`src/gcm_pkg.sv`:
```
// Package: register map, field layout, reset values and timing for gcm
package gcm_pkg;

    // ------------------------------------------------------------
    // Register map (byte addresses)
    // ------------------------------------------------------------
    localparam logic [7:0] ADDR_CTRL   = 8'h00;
    localparam logic [7:0] ADDR_DIV    = 8'h04;
    localparam logic [7:0] ADDR_PHASE  = 8'h08;
    localparam logic [7:0] ADDR_DELAY  = 8'h0C;
    localparam logic [7:0] ADDR_GSEL   = 8'h10;
    localparam logic [7:0] ADDR_STATUS = 8'h14;

    // ------------------------------------------------------------
    // Structure
    // ------------------------------------------------------------
    localparam int          NUM_NETS     = 4;
    localparam int          NUM_PINS     = 4;
    localparam int          NUM_ROUTE    = 12;
    localparam int          ROUTE_W_LOOP = 9;
    localparam logic        LOOP_PRESENT = 1'b1;
    localparam int          SYNC_W       = NUM_PINS + NUM_ROUTE + 2;

    // Feedback source encodings
    localparam logic [1:0]  FB_INTERNAL  = 2'h0;
    localparam logic [1:0]  FB_GLOBAL    = 2'h1;
    localparam logic [1:0]  FB_POST      = 2'h2;
    localparam logic [1:0]  FB_EXTERNAL  = 2'h3;

    // ------------------------------------------------------------
    // Reset values and oscillator half-period limits
    // ------------------------------------------------------------
    localparam logic [7:0]  VCO_HALF_RST = 8'h10;
    localparam logic [7:0]  VCO_HALF_MIN = 8'h01;
    localparam logic [7:0]  VCO_HALF_MAX = 8'hFF;
    localparam logic [31:0] DIV_RST      = 32'h0000_0000;
    localparam logic [31:0] PHASE_RST    = 32'h0000_0100;
    localparam logic [31:0] GSEL_RST     = 32'h3210_3210;

    // ------------------------------------------------------------
    // Timing
    // ------------------------------------------------------------
    localparam int          CLK_MHZ            = 200;
    localparam int          LOCK_SETTLE_NS     = 1000;
    localparam int          LOCK_SETTLE_CYCLES =
        (LOCK_SETTLE_NS * CLK_MHZ + 999) / 1000;
    localparam logic [11:0] LOCK_CNT_MAX = 12'(LOCK_SETTLE_CYCLES);

    // ------------------------------------------------------------
    // Register layouts
    // ------------------------------------------------------------
    typedef struct packed {
        logic [25:0] rsvd;
        logic        dly_dynamic;
        logic        dly_fb_path;
        logic [1:0]  fb_sel;
        logic        ref_route;
        logic        pll_en;
    } gcm_ctrl_t;

    typedef struct packed {
        logic [3:0] rsvd3;
        logic [3:0] sec_div;
        logic [3:0] rsvd2;
        logic [3:0] post_div;
        logic [3:0] rsvd1;
        logic [3:0] fb_div;
        logic [3:0] rsvd0;
        logic [3:0] in_div;
    } gcm_div_t;

    typedef enum logic [1:0] {
        LK_OFF    = 2'b00,
        LK_ACQ    = 2'b01,
        LK_LOCKED = 2'b11
    } gcm_lock_t;

endpackage

```
`src/gcm_top.sv`:
```
// Global clock selection and loop synthesis control with APB registers
//
// Our own choices: the register offsets and the APB slave port.
`timescale 1ns/10ps
`default_nettype none

module gcm_top (
    input  wire logic                       pclk,
    input  wire logic                       presetn,
    input  wire logic                       psel,
    input  wire logic                       penable,
    input  wire logic                       pwrite,
    input  wire logic [7:0]                 paddr,
    input  wire logic [31:0]                pwdata,
    output logic      [31:0]                prdata,
    output logic                            pready,
    output logic                            pslverr,
    input  wire logic [gcm_pkg::NUM_PINS-1:0]  clk_pin,
    input  wire logic [gcm_pkg::NUM_ROUTE-1:0] route_in,
    input  wire logic                       ref_pin,
    input  wire logic                       fb_pin,
    output logic [gcm_pkg::NUM_NETS-1:0]    primary_clk,
    output logic [gcm_pkg::NUM_NETS-1:0]    secondary_clk,
    output logic                            primary_loop_clock_out,
    output logic                            secondary_loop_clock_out,
    output logic                            lock
);
    import gcm_pkg::*;

    // ------------------------------------------------------------
    // Input synchronisers
    // ------------------------------------------------------------
    logic [SYNC_W-1:0] sync1_reg;
    logic [SYNC_W-1:0] sync2_reg;
    wire  [SYNC_W-1:0] raw_in = {fb_pin, ref_pin, route_in, clk_pin};

    always_ff @(posedge pclk or negedge presetn) begin
        if (!presetn) begin
            sync1_reg <= '0;
            sync2_reg <= '0;
        end else begin
            sync1_reg <= raw_in;
            sync2_reg <= sync1_reg;
        end
    end

    wire [NUM_PINS-1:0]  pin_s   = sync2_reg[NUM_PINS-1:0];
    wire [NUM_ROUTE-1:0] route_s = sync2_reg[NUM_PINS+NUM_ROUTE-1:NUM_PINS];
    wire                 ref_p_s = sync2_reg[SYNC_W-2];
    wire                 fb_p_s  = sync2_reg[SYNC_W-1];

    // ------------------------------------------------------------
    // Configuration registers
    // ------------------------------------------------------------
    gcm_ctrl_t   ctrl_reg;
    gcm_div_t    div_reg;
    logic [31:0] phase_reg;
    logic [3:0]  delay_reg;
    logic [31:0] gsel_reg;
    logic [7:0]  vco_half_reg;
    gcm_lock_t   lock_state_reg;

    wire acc       = psel && penable && !pready;
    wire wr        = acc && pwrite;
    wire hit_ctrl  = paddr == ADDR_CTRL;
    wire hit_div   = paddr == ADDR_DIV;
    wire hit_phase = paddr == ADDR_PHASE;
    wire hit_delay = paddr == ADDR_DELAY;
    wire hit_gsel  = paddr == ADDR_GSEL;
    wire hit_stat  = paddr == ADDR_STATUS;
    wire mapped    = hit_ctrl | hit_div | hit_phase | hit_delay
                   | hit_gsel | hit_stat;
    // Ratio and selector registers are frozen while the loop runs
    wire frozen    = ctrl_reg.pll_en;
    wire cfg_hit   = hit_div | hit_phase | hit_gsel;
    wire wr_err    = pwrite && (hit_stat || (cfg_hit && frozen));
    wire err       = !mapped || wr_err;
    wire wr_ok     = wr && !err;
    wire dly_wr    = wr_ok && hit_delay && (!frozen || ctrl_reg.dly_dynamic);

    wire [31:0] rd_mux =
        hit_ctrl  ? 32'(ctrl_reg) :
        hit_div   ? 32'(div_reg) :
        hit_phase ? phase_reg :
        hit_delay ? {28'h0000000, delay_reg} :
        hit_gsel  ? gsel_reg :
        hit_stat  ? {16'h0000, vco_half_reg, 7'h00, lock} :
                    32'h0000_0000;

    // Only the enable may change while running; other fields hold
    gcm_ctrl_t ctrl_wr;
    assign ctrl_wr = frozen ? gcm_ctrl_t'({ctrl_reg[31:1], pwdata[0]})
                            : gcm_ctrl_t'({26'h0000000, pwdata[5:0]});

    always_ff @(posedge pclk or negedge presetn) begin
        if (!presetn) begin
            pready  <= 1'b0;
            pslverr <= 1'b0;
            prdata  <= 32'h0000_0000;
        end else begin
            pready  <= acc;
            pslverr <= acc && err;
            prdata  <= (acc && !pwrite) ? rd_mux : 32'h0000_0000;
        end
    end

    always_ff @(posedge pclk or negedge presetn) begin
        if (!presetn) begin
            ctrl_reg  <= gcm_ctrl_t'(32'h0000_0000);
            div_reg   <= gcm_div_t'(DIV_RST);
            phase_reg <= PHASE_RST;
            delay_reg <= 4'h0;
            gsel_reg  <= GSEL_RST;
        end else if (wr_ok) begin
            if (hit_ctrl)  ctrl_reg  <= ctrl_wr;
            if (hit_div)   div_reg   <= gcm_div_t'(pwdata);
            if (hit_phase) phase_reg <= {20'h00000, pwdata[11:8],
                                         4'h0, pwdata[3:0]};
            // Delay stays writable while running only in dynamic mode
            if (hit_delay && (!frozen || ctrl_reg.dly_dynamic))
                delay_reg <= pwdata[3:0];
            if (hit_gsel)  gsel_reg  <= pwdata;
        end
    end

    // ------------------------------------------------------------
    // Loop reference and input divider
    // ------------------------------------------------------------
    logic ref_prev_reg;
    logic fb_prev_reg;
    logic [3:0] in_cnt_reg;
    logic [3:0] fb_cnt_reg;

    wire ref_src  = ctrl_reg.ref_route ? route_s[0] : ref_p_s;
    wire ref_rise = ref_src && !ref_prev_reg;
    wire in_tick  = ref_rise && (in_cnt_reg == div_reg.in_div);

    logic vco_reg;
    logic clkop_reg;
    logic secondary_loop_clock_out_reg;
    wire  fb_src =
        (ctrl_reg.fb_sel == FB_INTERNAL) ? vco_reg :
        (ctrl_reg.fb_sel == FB_GLOBAL)   ? primary_clk[0] :
        (ctrl_reg.fb_sel == FB_POST)     ? clkop_reg :
                                           fb_p_s;
    wire fb_rise = fb_src && !fb_prev_reg;
    wire fb_tick = fb_rise && (fb_cnt_reg == div_reg.fb_div);

    always_ff @(posedge pclk or negedge presetn) begin
        if (!presetn) begin
            ref_prev_reg <= 1'b0;
            fb_prev_reg  <= 1'b0;
            in_cnt_reg   <= 4'h0;
            fb_cnt_reg   <= 4'h0;
        end else begin
            ref_prev_reg <= ref_src;
            fb_prev_reg  <= fb_src;
            if (ref_rise)
                in_cnt_reg <= in_tick ? 4'h0 : in_cnt_reg + 4'h1;
            if (fb_rise)
                fb_cnt_reg <= fb_tick ? 4'h0 : fb_cnt_reg + 4'h1;
        end
    end

    // ------------------------------------------------------------
    // Path delay, placed on input or feedback side
    // ------------------------------------------------------------
    // One delay unit; a second event inside the delay restarts it,
    // so delays must stay shorter than the divided period
    logic [3:0] dly_cnt_reg;
    wire dly_in  = ctrl_reg.dly_fb_path ? fb_tick : in_tick;
    wire dly_out = (dly_in && delay_reg == 4'h0) || dly_cnt_reg == 4'h1;
    wire ref_ev  = ctrl_reg.dly_fb_path ? in_tick : dly_out;
    wire fb_ev   = ctrl_reg.dly_fb_path ? dly_out : fb_tick;

    always_ff @(posedge pclk or negedge presetn) begin
        if (!presetn)
            dly_cnt_reg <= 4'h0;
        else if (dly_in && delay_reg != 4'h0)
            dly_cnt_reg <= delay_reg;
        else if (dly_cnt_reg != 4'h0)
            dly_cnt_reg <= dly_cnt_reg - 4'h1;
    end

    // ------------------------------------------------------------
    // Frequency detector and oscillator
    // ------------------------------------------------------------
    logic [1:0]  fb_seen_reg;
    logic [7:0]  vco_cnt_reg;
    wire too_slow = ref_ev && fb_seen_reg == 2'h0;
    wire too_fast = ref_ev && fb_seen_reg > 2'h1;
    wire matched  = ref_ev && fb_seen_reg == 2'h1;
    wire vco_edge = ctrl_reg.pll_en && vco_cnt_reg >= vco_half_reg;

    always_ff @(posedge pclk or negedge presetn) begin
        if (!presetn) begin
            fb_seen_reg  <= 2'h0;
            vco_half_reg <= VCO_HALF_RST;
            vco_cnt_reg  <= 8'h00;
            vco_reg      <= 1'b0;
        end else if (!ctrl_reg.pll_en) begin
            fb_seen_reg  <= 2'h0;
            vco_half_reg <= VCO_HALF_RST;
            vco_cnt_reg  <= 8'h00;
            vco_reg      <= 1'b0;
        end else begin
            if (ref_ev)
                fb_seen_reg <= {1'b0, fb_ev};
            else if (fb_ev && fb_seen_reg != 2'h3)
                fb_seen_reg <= fb_seen_reg + 2'h1;
            // Feedback divider ratio ends up as the multiplication
            if (too_slow && vco_half_reg > VCO_HALF_MIN)
                vco_half_reg <= vco_half_reg - 8'h01;
            else if (too_fast && vco_half_reg < VCO_HALF_MAX)
                vco_half_reg <= vco_half_reg + 8'h01;
            vco_cnt_reg <= vco_edge ? 8'h00 : vco_cnt_reg + 8'h01;
            if (vco_edge)
                vco_reg <= !vco_reg;
        end
    end

    // ------------------------------------------------------------
    // Post-scaler and secondary divider with phase and duty
    // ------------------------------------------------------------
    logic [3:0] post_cnt_reg;
    logic [3:0] sec_cnt_reg;
    wire post_edge = vco_edge && post_cnt_reg == div_reg.post_div;
    wire op_rise   = post_edge && !clkop_reg;
    wire [3:0] phase = phase_reg[3:0];
    wire [3:0] duty  = phase_reg[11:8];
    wire [4:0] sec_pos = (sec_cnt_reg >= phase)
        ? {1'b0, sec_cnt_reg - phase}
        : {1'b0, sec_cnt_reg} + {1'b0, div_reg.sec_div} + 5'h01
          - {1'b0, phase};
    wire [3:0] sec_nxt = (sec_cnt_reg == div_reg.sec_div) ? 4'h0
                                                          : sec_cnt_reg + 4'h1;

    always_ff @(posedge pclk or negedge presetn) begin
        if (!presetn) begin
            post_cnt_reg <= 4'h0;
            clkop_reg    <= 1'b0;
            sec_cnt_reg  <= 4'h0;
            secondary_loop_clock_out_reg    <= 1'b0;
        end else begin
            if (vco_edge)
                post_cnt_reg <= post_edge ? 4'h0 : post_cnt_reg + 4'h1;
            if (post_edge)
                clkop_reg <= !clkop_reg;
            if (op_rise)
                sec_cnt_reg <= sec_nxt;
            secondary_loop_clock_out_reg <= ctrl_reg.pll_en && (sec_pos < {1'b0, duty});
        end
    end

    // ------------------------------------------------------------
    // Lock detection
    // ------------------------------------------------------------
    logic [11:0] settle_cnt_reg;
    wire disturb = too_slow || too_fast || dly_wr;

    always_ff @(posedge pclk or negedge presetn) begin
        if (!presetn) begin
            lock_state_reg <= LK_OFF;
            settle_cnt_reg <= 12'h000;
        end else begin
            case (lock_state_reg)
                LK_OFF: begin
                    settle_cnt_reg <= 12'h000;
                    if (ctrl_reg.pll_en)
                        lock_state_reg <= LK_ACQ;
                end
                LK_ACQ: begin
                    if (!ctrl_reg.pll_en)
                        lock_state_reg <= LK_OFF;
                    else if (disturb)
                        settle_cnt_reg <= 12'h000;
                    else if (settle_cnt_reg >= LOCK_CNT_MAX && matched)
                        lock_state_reg <= LK_LOCKED;
                    else if (settle_cnt_reg < LOCK_CNT_MAX)
                        settle_cnt_reg <= settle_cnt_reg + 12'h001;
                end
                LK_LOCKED: begin
                    settle_cnt_reg <= 12'h000;
                    if (!ctrl_reg.pll_en)
                        lock_state_reg <= LK_OFF;
                    else if (disturb)
                        lock_state_reg <= LK_ACQ;
                end
                default: lock_state_reg <= LK_OFF;
            endcase
        end
    end

    // ------------------------------------------------------------
    // Global clock selection
    // ------------------------------------------------------------
    wire  [15:0] cand;
    assign cand[NUM_PINS-1:0] = pin_s;
    generate
        if (LOOP_PRESENT) begin : g_loop
            assign cand[12:4]  = route_s[ROUTE_W_LOOP-1:0];
            assign cand[15:13] = {clkop_reg && lock, secondary_loop_clock_out_reg, clkop_reg};
        end else begin : g_noloop
            assign cand[15:4]  = route_s;
        end
    endgenerate

    logic [NUM_NETS-1:0] prim_reg;
    logic [NUM_NETS-1:0] sec_reg;
    wire  [NUM_NETS-1:0] prim_next;
    wire  [NUM_NETS-1:0] sec_next;
    genvar gi;
    generate
        for (gi = 0; gi < NUM_NETS; gi++) begin : g_net
            assign prim_next[gi] = cand[gsel_reg[gi*4 +: 4]];
            assign sec_next[gi]  = cand[gsel_reg[16 + gi*4 +: 4]];
        end
    endgenerate

    always_ff @(posedge pclk or negedge presetn) begin
        if (!presetn) begin
            prim_reg <= '0;
            sec_reg  <= '0;
        end else begin
            prim_reg <= prim_next;
            sec_reg  <= sec_next;
        end
    end

    logic lock_reg;
    always_ff @(posedge pclk or negedge presetn) begin
        if (!presetn)
            lock_reg <= 1'b0;
        else
            lock_reg <= lock_state_reg == LK_LOCKED;
    end

    assign primary_clk              = prim_reg;
    assign secondary_clk            = sec_reg;
    assign primary_loop_clock_out   = clkop_reg;
    assign secondary_loop_clock_out = secondary_loop_clock_out_reg;
    assign lock                     = lock_reg;

endmodule // gcm_top

`default_nettype wire
```
`config.mk`:
```
export PLATFORM = sky130hd
export DESIGN_NAME = gcm_top
export DESIGN_NICKNAME = d
export VERILOG_FILES = /design/src/gcm_pkg.sv /design/src/gcm_top.sv
export SDC_FILE = /design/constraint.sdc
export NUM_CORES = 1
export LEC_CHECK = 0
export BUFFER_PORTS_ARGS = -buffer_cell sky130_fd_sc_hd__buf_4
export CAP_MARGIN = 20
export CORE_AREA = 2 2 147 163
export CTS_BUF_LIST = sky130_fd_sc_hd__clkbuf_8
export DETAILED_ROUTE_END_ITERATION = 8
export DIE_AREA = 0 0 149 165
export PLACE_DENSITY = 0.66
export SYNTH_ARGS = -nofsm -noshare
export SYNTH_HDL_FRONTEND = slang
export SYNTH_SLANG_ARGS = --single-unit
```
`constraint.sdc`:
```
create_clock -name pclk -period 3.96 [get_ports pclk]
set_input_delay 0 -clock pclk [delete_from_list [all_inputs] [get_ports pclk]]
set_output_delay 0 -clock pclk [all_outputs]
set_load 0.01 [all_outputs]
```
==> metrics <==
status=finished clean; XOR/XNOR Fraction of Synth Area=2.92%; synthesized instance count=926; synth unique cells=79; clk sinks=between 200 and 250; critical setup path kind=register to register; n_diodes=0; Chip Height=165 um; asr flop ratio synth=100%; CTS tree=built; clk_lat worst skew=550 ps; highest metal used=met4; synth cell count leaders=202 x dfrtp_1, 92 x mux2_2, 60 x nor2_1; Hold Path Class=input pin to register; Seq/Total Area, Yosys=47.9%; FF-to-FF Start=sec_cnt_reg[0]; Pwr Total=4.95 mW; Leak Pwr=6.26 nW; Pre-Repair DR Iteration Count=5; largest family of logic cells by synthesized area=multiplexers; mux cell area share after synthesis=between 15 and 20%; startpoint class of the critical path=register; Cells on Worst Hold Path=5; Slew Limit Fails=0; Gate power share=12.6%; metal2 WL=12900 um; layout cells sized above 1=28.6%; utilization after layout=59.1%; post-DP HPWL=18600 um; DR WL/cell=18.9 um; Longest Clk Path Bufs=3; Die ar.=24600 sq um; Final Hold Vio Count=0; Compound-Gate Fraction of Synth Area=a little over a tenth; Slew @ Worst Pin=943 ps; H-tree depth=2; endpoints failing setup=0; WL final=27000 um; Initial Util=48.7%; clock skew=31.0 ps; DR vias=7995; post-synth top area share=a little under half; overall routing resource usage=around 23%; Post-synth EDFFs=0; final net count=1207; Final min period=3200 ps; initial drt markers=407; first-pass GRT wire length=43400 um; switching power of the nets=1.31 mW; ranking of synthesized cells by area=dfrtp_1 46%, mux2_2 9.3%, mux4_2 6.1%, ha_1 4.6%, dfstp_2 2.4%; Max Fclk=0.313 GHz; adder-cell area share of the yosys netlist=5.52%; GP Congestion=0.875; post-route ant nets=0; sw frac=26.5%; Clock transition at path regs=~60 ps; Int Power=roughly 3.6 mW; wl on met1=11800 um; core area=22800 sq um; Worst R2R Setup Slack=760 ps; Clock Tree Root=clkbuf_8; Seq cells post-synth=212; Yosys top cell by area=dfrtp_1; initial antenna violation count=0; Flop pwr share=46.6%; Pwr Density=368 nW/um^2; Max-slew headroom=37.1%; WL met3=1410 um; synthesis-to-layout area growth=21.3%; RSZ-0062 raised after global routing=no; vias in the first global route=8208; Max-cap violations=0; # DRC=0; Critical Path Sink Type=register; Worst EP arrival=about 3700 ps; final setup TNS=0 ps; post-synthesis simple-gate area fraction=11.1%; Reg2Reg Depth=12; synth warn=0; hold path start=paddr[5]; Peak VDD IR=roughly 240 uV; I/O Pins=108; fin crit share=approximately 81%; die width=~150 um; # rows=slightly below 60; Worst Hold Path EP=prdata[3]; most frequent cell after synthesis=dfrtp_1; Crit Path Max Fanout=8; number of buffers added on ports=about 100; CTS buffer count=38; largest net degree at the start of global routing=105; Syn Nets=just over 1000; area of the mapped netlist=11100 sq um; worst path required time=between 4000 and 5000 ps; gr ovfl total=0; Clock power frac=40.8%; Mean Syn Cell Area=12.0 sq um; reg2reg end=secondary_loop_clock_out; Main synth FF type=dfrtp_1; via/cell ratio=between 5 and 6
## what timing repair did
item	CTS	global route
hold buffers	59	0
buffers inserted	0	0
endpoints found under the hold margin	205	0
gates resized for setup	0	0
## cells in the final DEF, fill, tap and decap left out, types with 4 or more instances in the layout
master and count:
nor2b_1 18, nor2_1 60, a21oi_1 39, buf_4 113
xor2_1 22, nor3_1 7, dlygate4sd3_1 59, a22oi_1 27
mux4_2 30, fa_1 5, mux2i_1 18, inv_1 66
o41ai_1 5, mux2_2 92, nand3_1 22, dfstp_2 10
nand3b_1 7, nor4_1 7, a41oi_1 5, o221a_2 4
xnor2_1 15, nand4_1 5, a211oi_1 8, a21o_1 8
and2_1 4, o21ai_0 23, a31oi_1 9, nand2_1 45
o21a_1 5, dfrtp_1 202, ha_1 41, nand2b_1 13
and3_1 12, clkbuf_8 46, or3_1 8
## critical path: stages (launching register included)
cell and delay (ps):
dfrtp_1 430, inv_1 130, ha_1 160, inv_1 60, fa_1 400, a21o_1 180, a21o_1 170, a21oi_1 420
o21ai_0 190, ha_1 310, a21o_1 170, a211o_1 290, a211oi_1 210
## per-stage QoR
step	hold WS (ps)	cell area [sq um]	worst slack (ps)	instances
detailed placement	111	12100	755	1299
global placement	110	12100	826	1299
finish	76.6	13500	765	1427
global route	85.2	13500	459	1427
floorplan	-296	11100	1050	926
CTS	21.5	13500	782	1427
## power groups by stage
stage	clock [mW]	sequential [mW]	combinational, mW
finish	2.02	2.31	0.624
global route	2.19	2.31	0.691
floorplan	0	2.32	0.393
CTS	2.07	2.31	0.626
global placement	0	2.34	0.564
detailed placement	0	2.34	0.580
## layer usage
layer / track usage, % / vias to the layer above
li1: - / 3727
met1: 29.9 / 3967
met2: 37.6 / 245
met3: 4.06 / 56
met4: 8.10 / 0
met5: 0 / -
## area by class of cell
cell class,count,area [sq um]
multi-input cells,623,5360
fillers,1932,9320
well taps,300,375
flip-flops and latches,212,5320
repair buffers,173,1450
clock buffers,45,619
inverters,50,188
clock inverters,24,146
## worst max-delay path by stage
stage,startpoint,to,cells after the start
2_1_floorplan,sec_cnt_reg[0],secondary_loop_clock_out,12
3_3_place_gp,sec_cnt_reg[0],secondary_loop_clock_out,12
3_5_place_dp,sec_cnt_reg[0],secondary_loop_clock_out,12
4_1_cts,sec_cnt_reg[0],secondary_loop_clock_out,12
5_1_grt,sec_cnt_reg[0],secondary_loop_clock_out,12
6_report,sec_cnt_reg[0],secondary_loop_clock_out,12
## cells by family after synthesis
group | after synthesis
AOI/OAI and AO/OA | 165
xor gates and xnor gates | 37
adders and majority gates | 46
buffers and inverters | 91
DFF | 212
muxes | 146
and+or+nand+nor | 229
No activity file was read; power rests on OpenSTA's default activity.
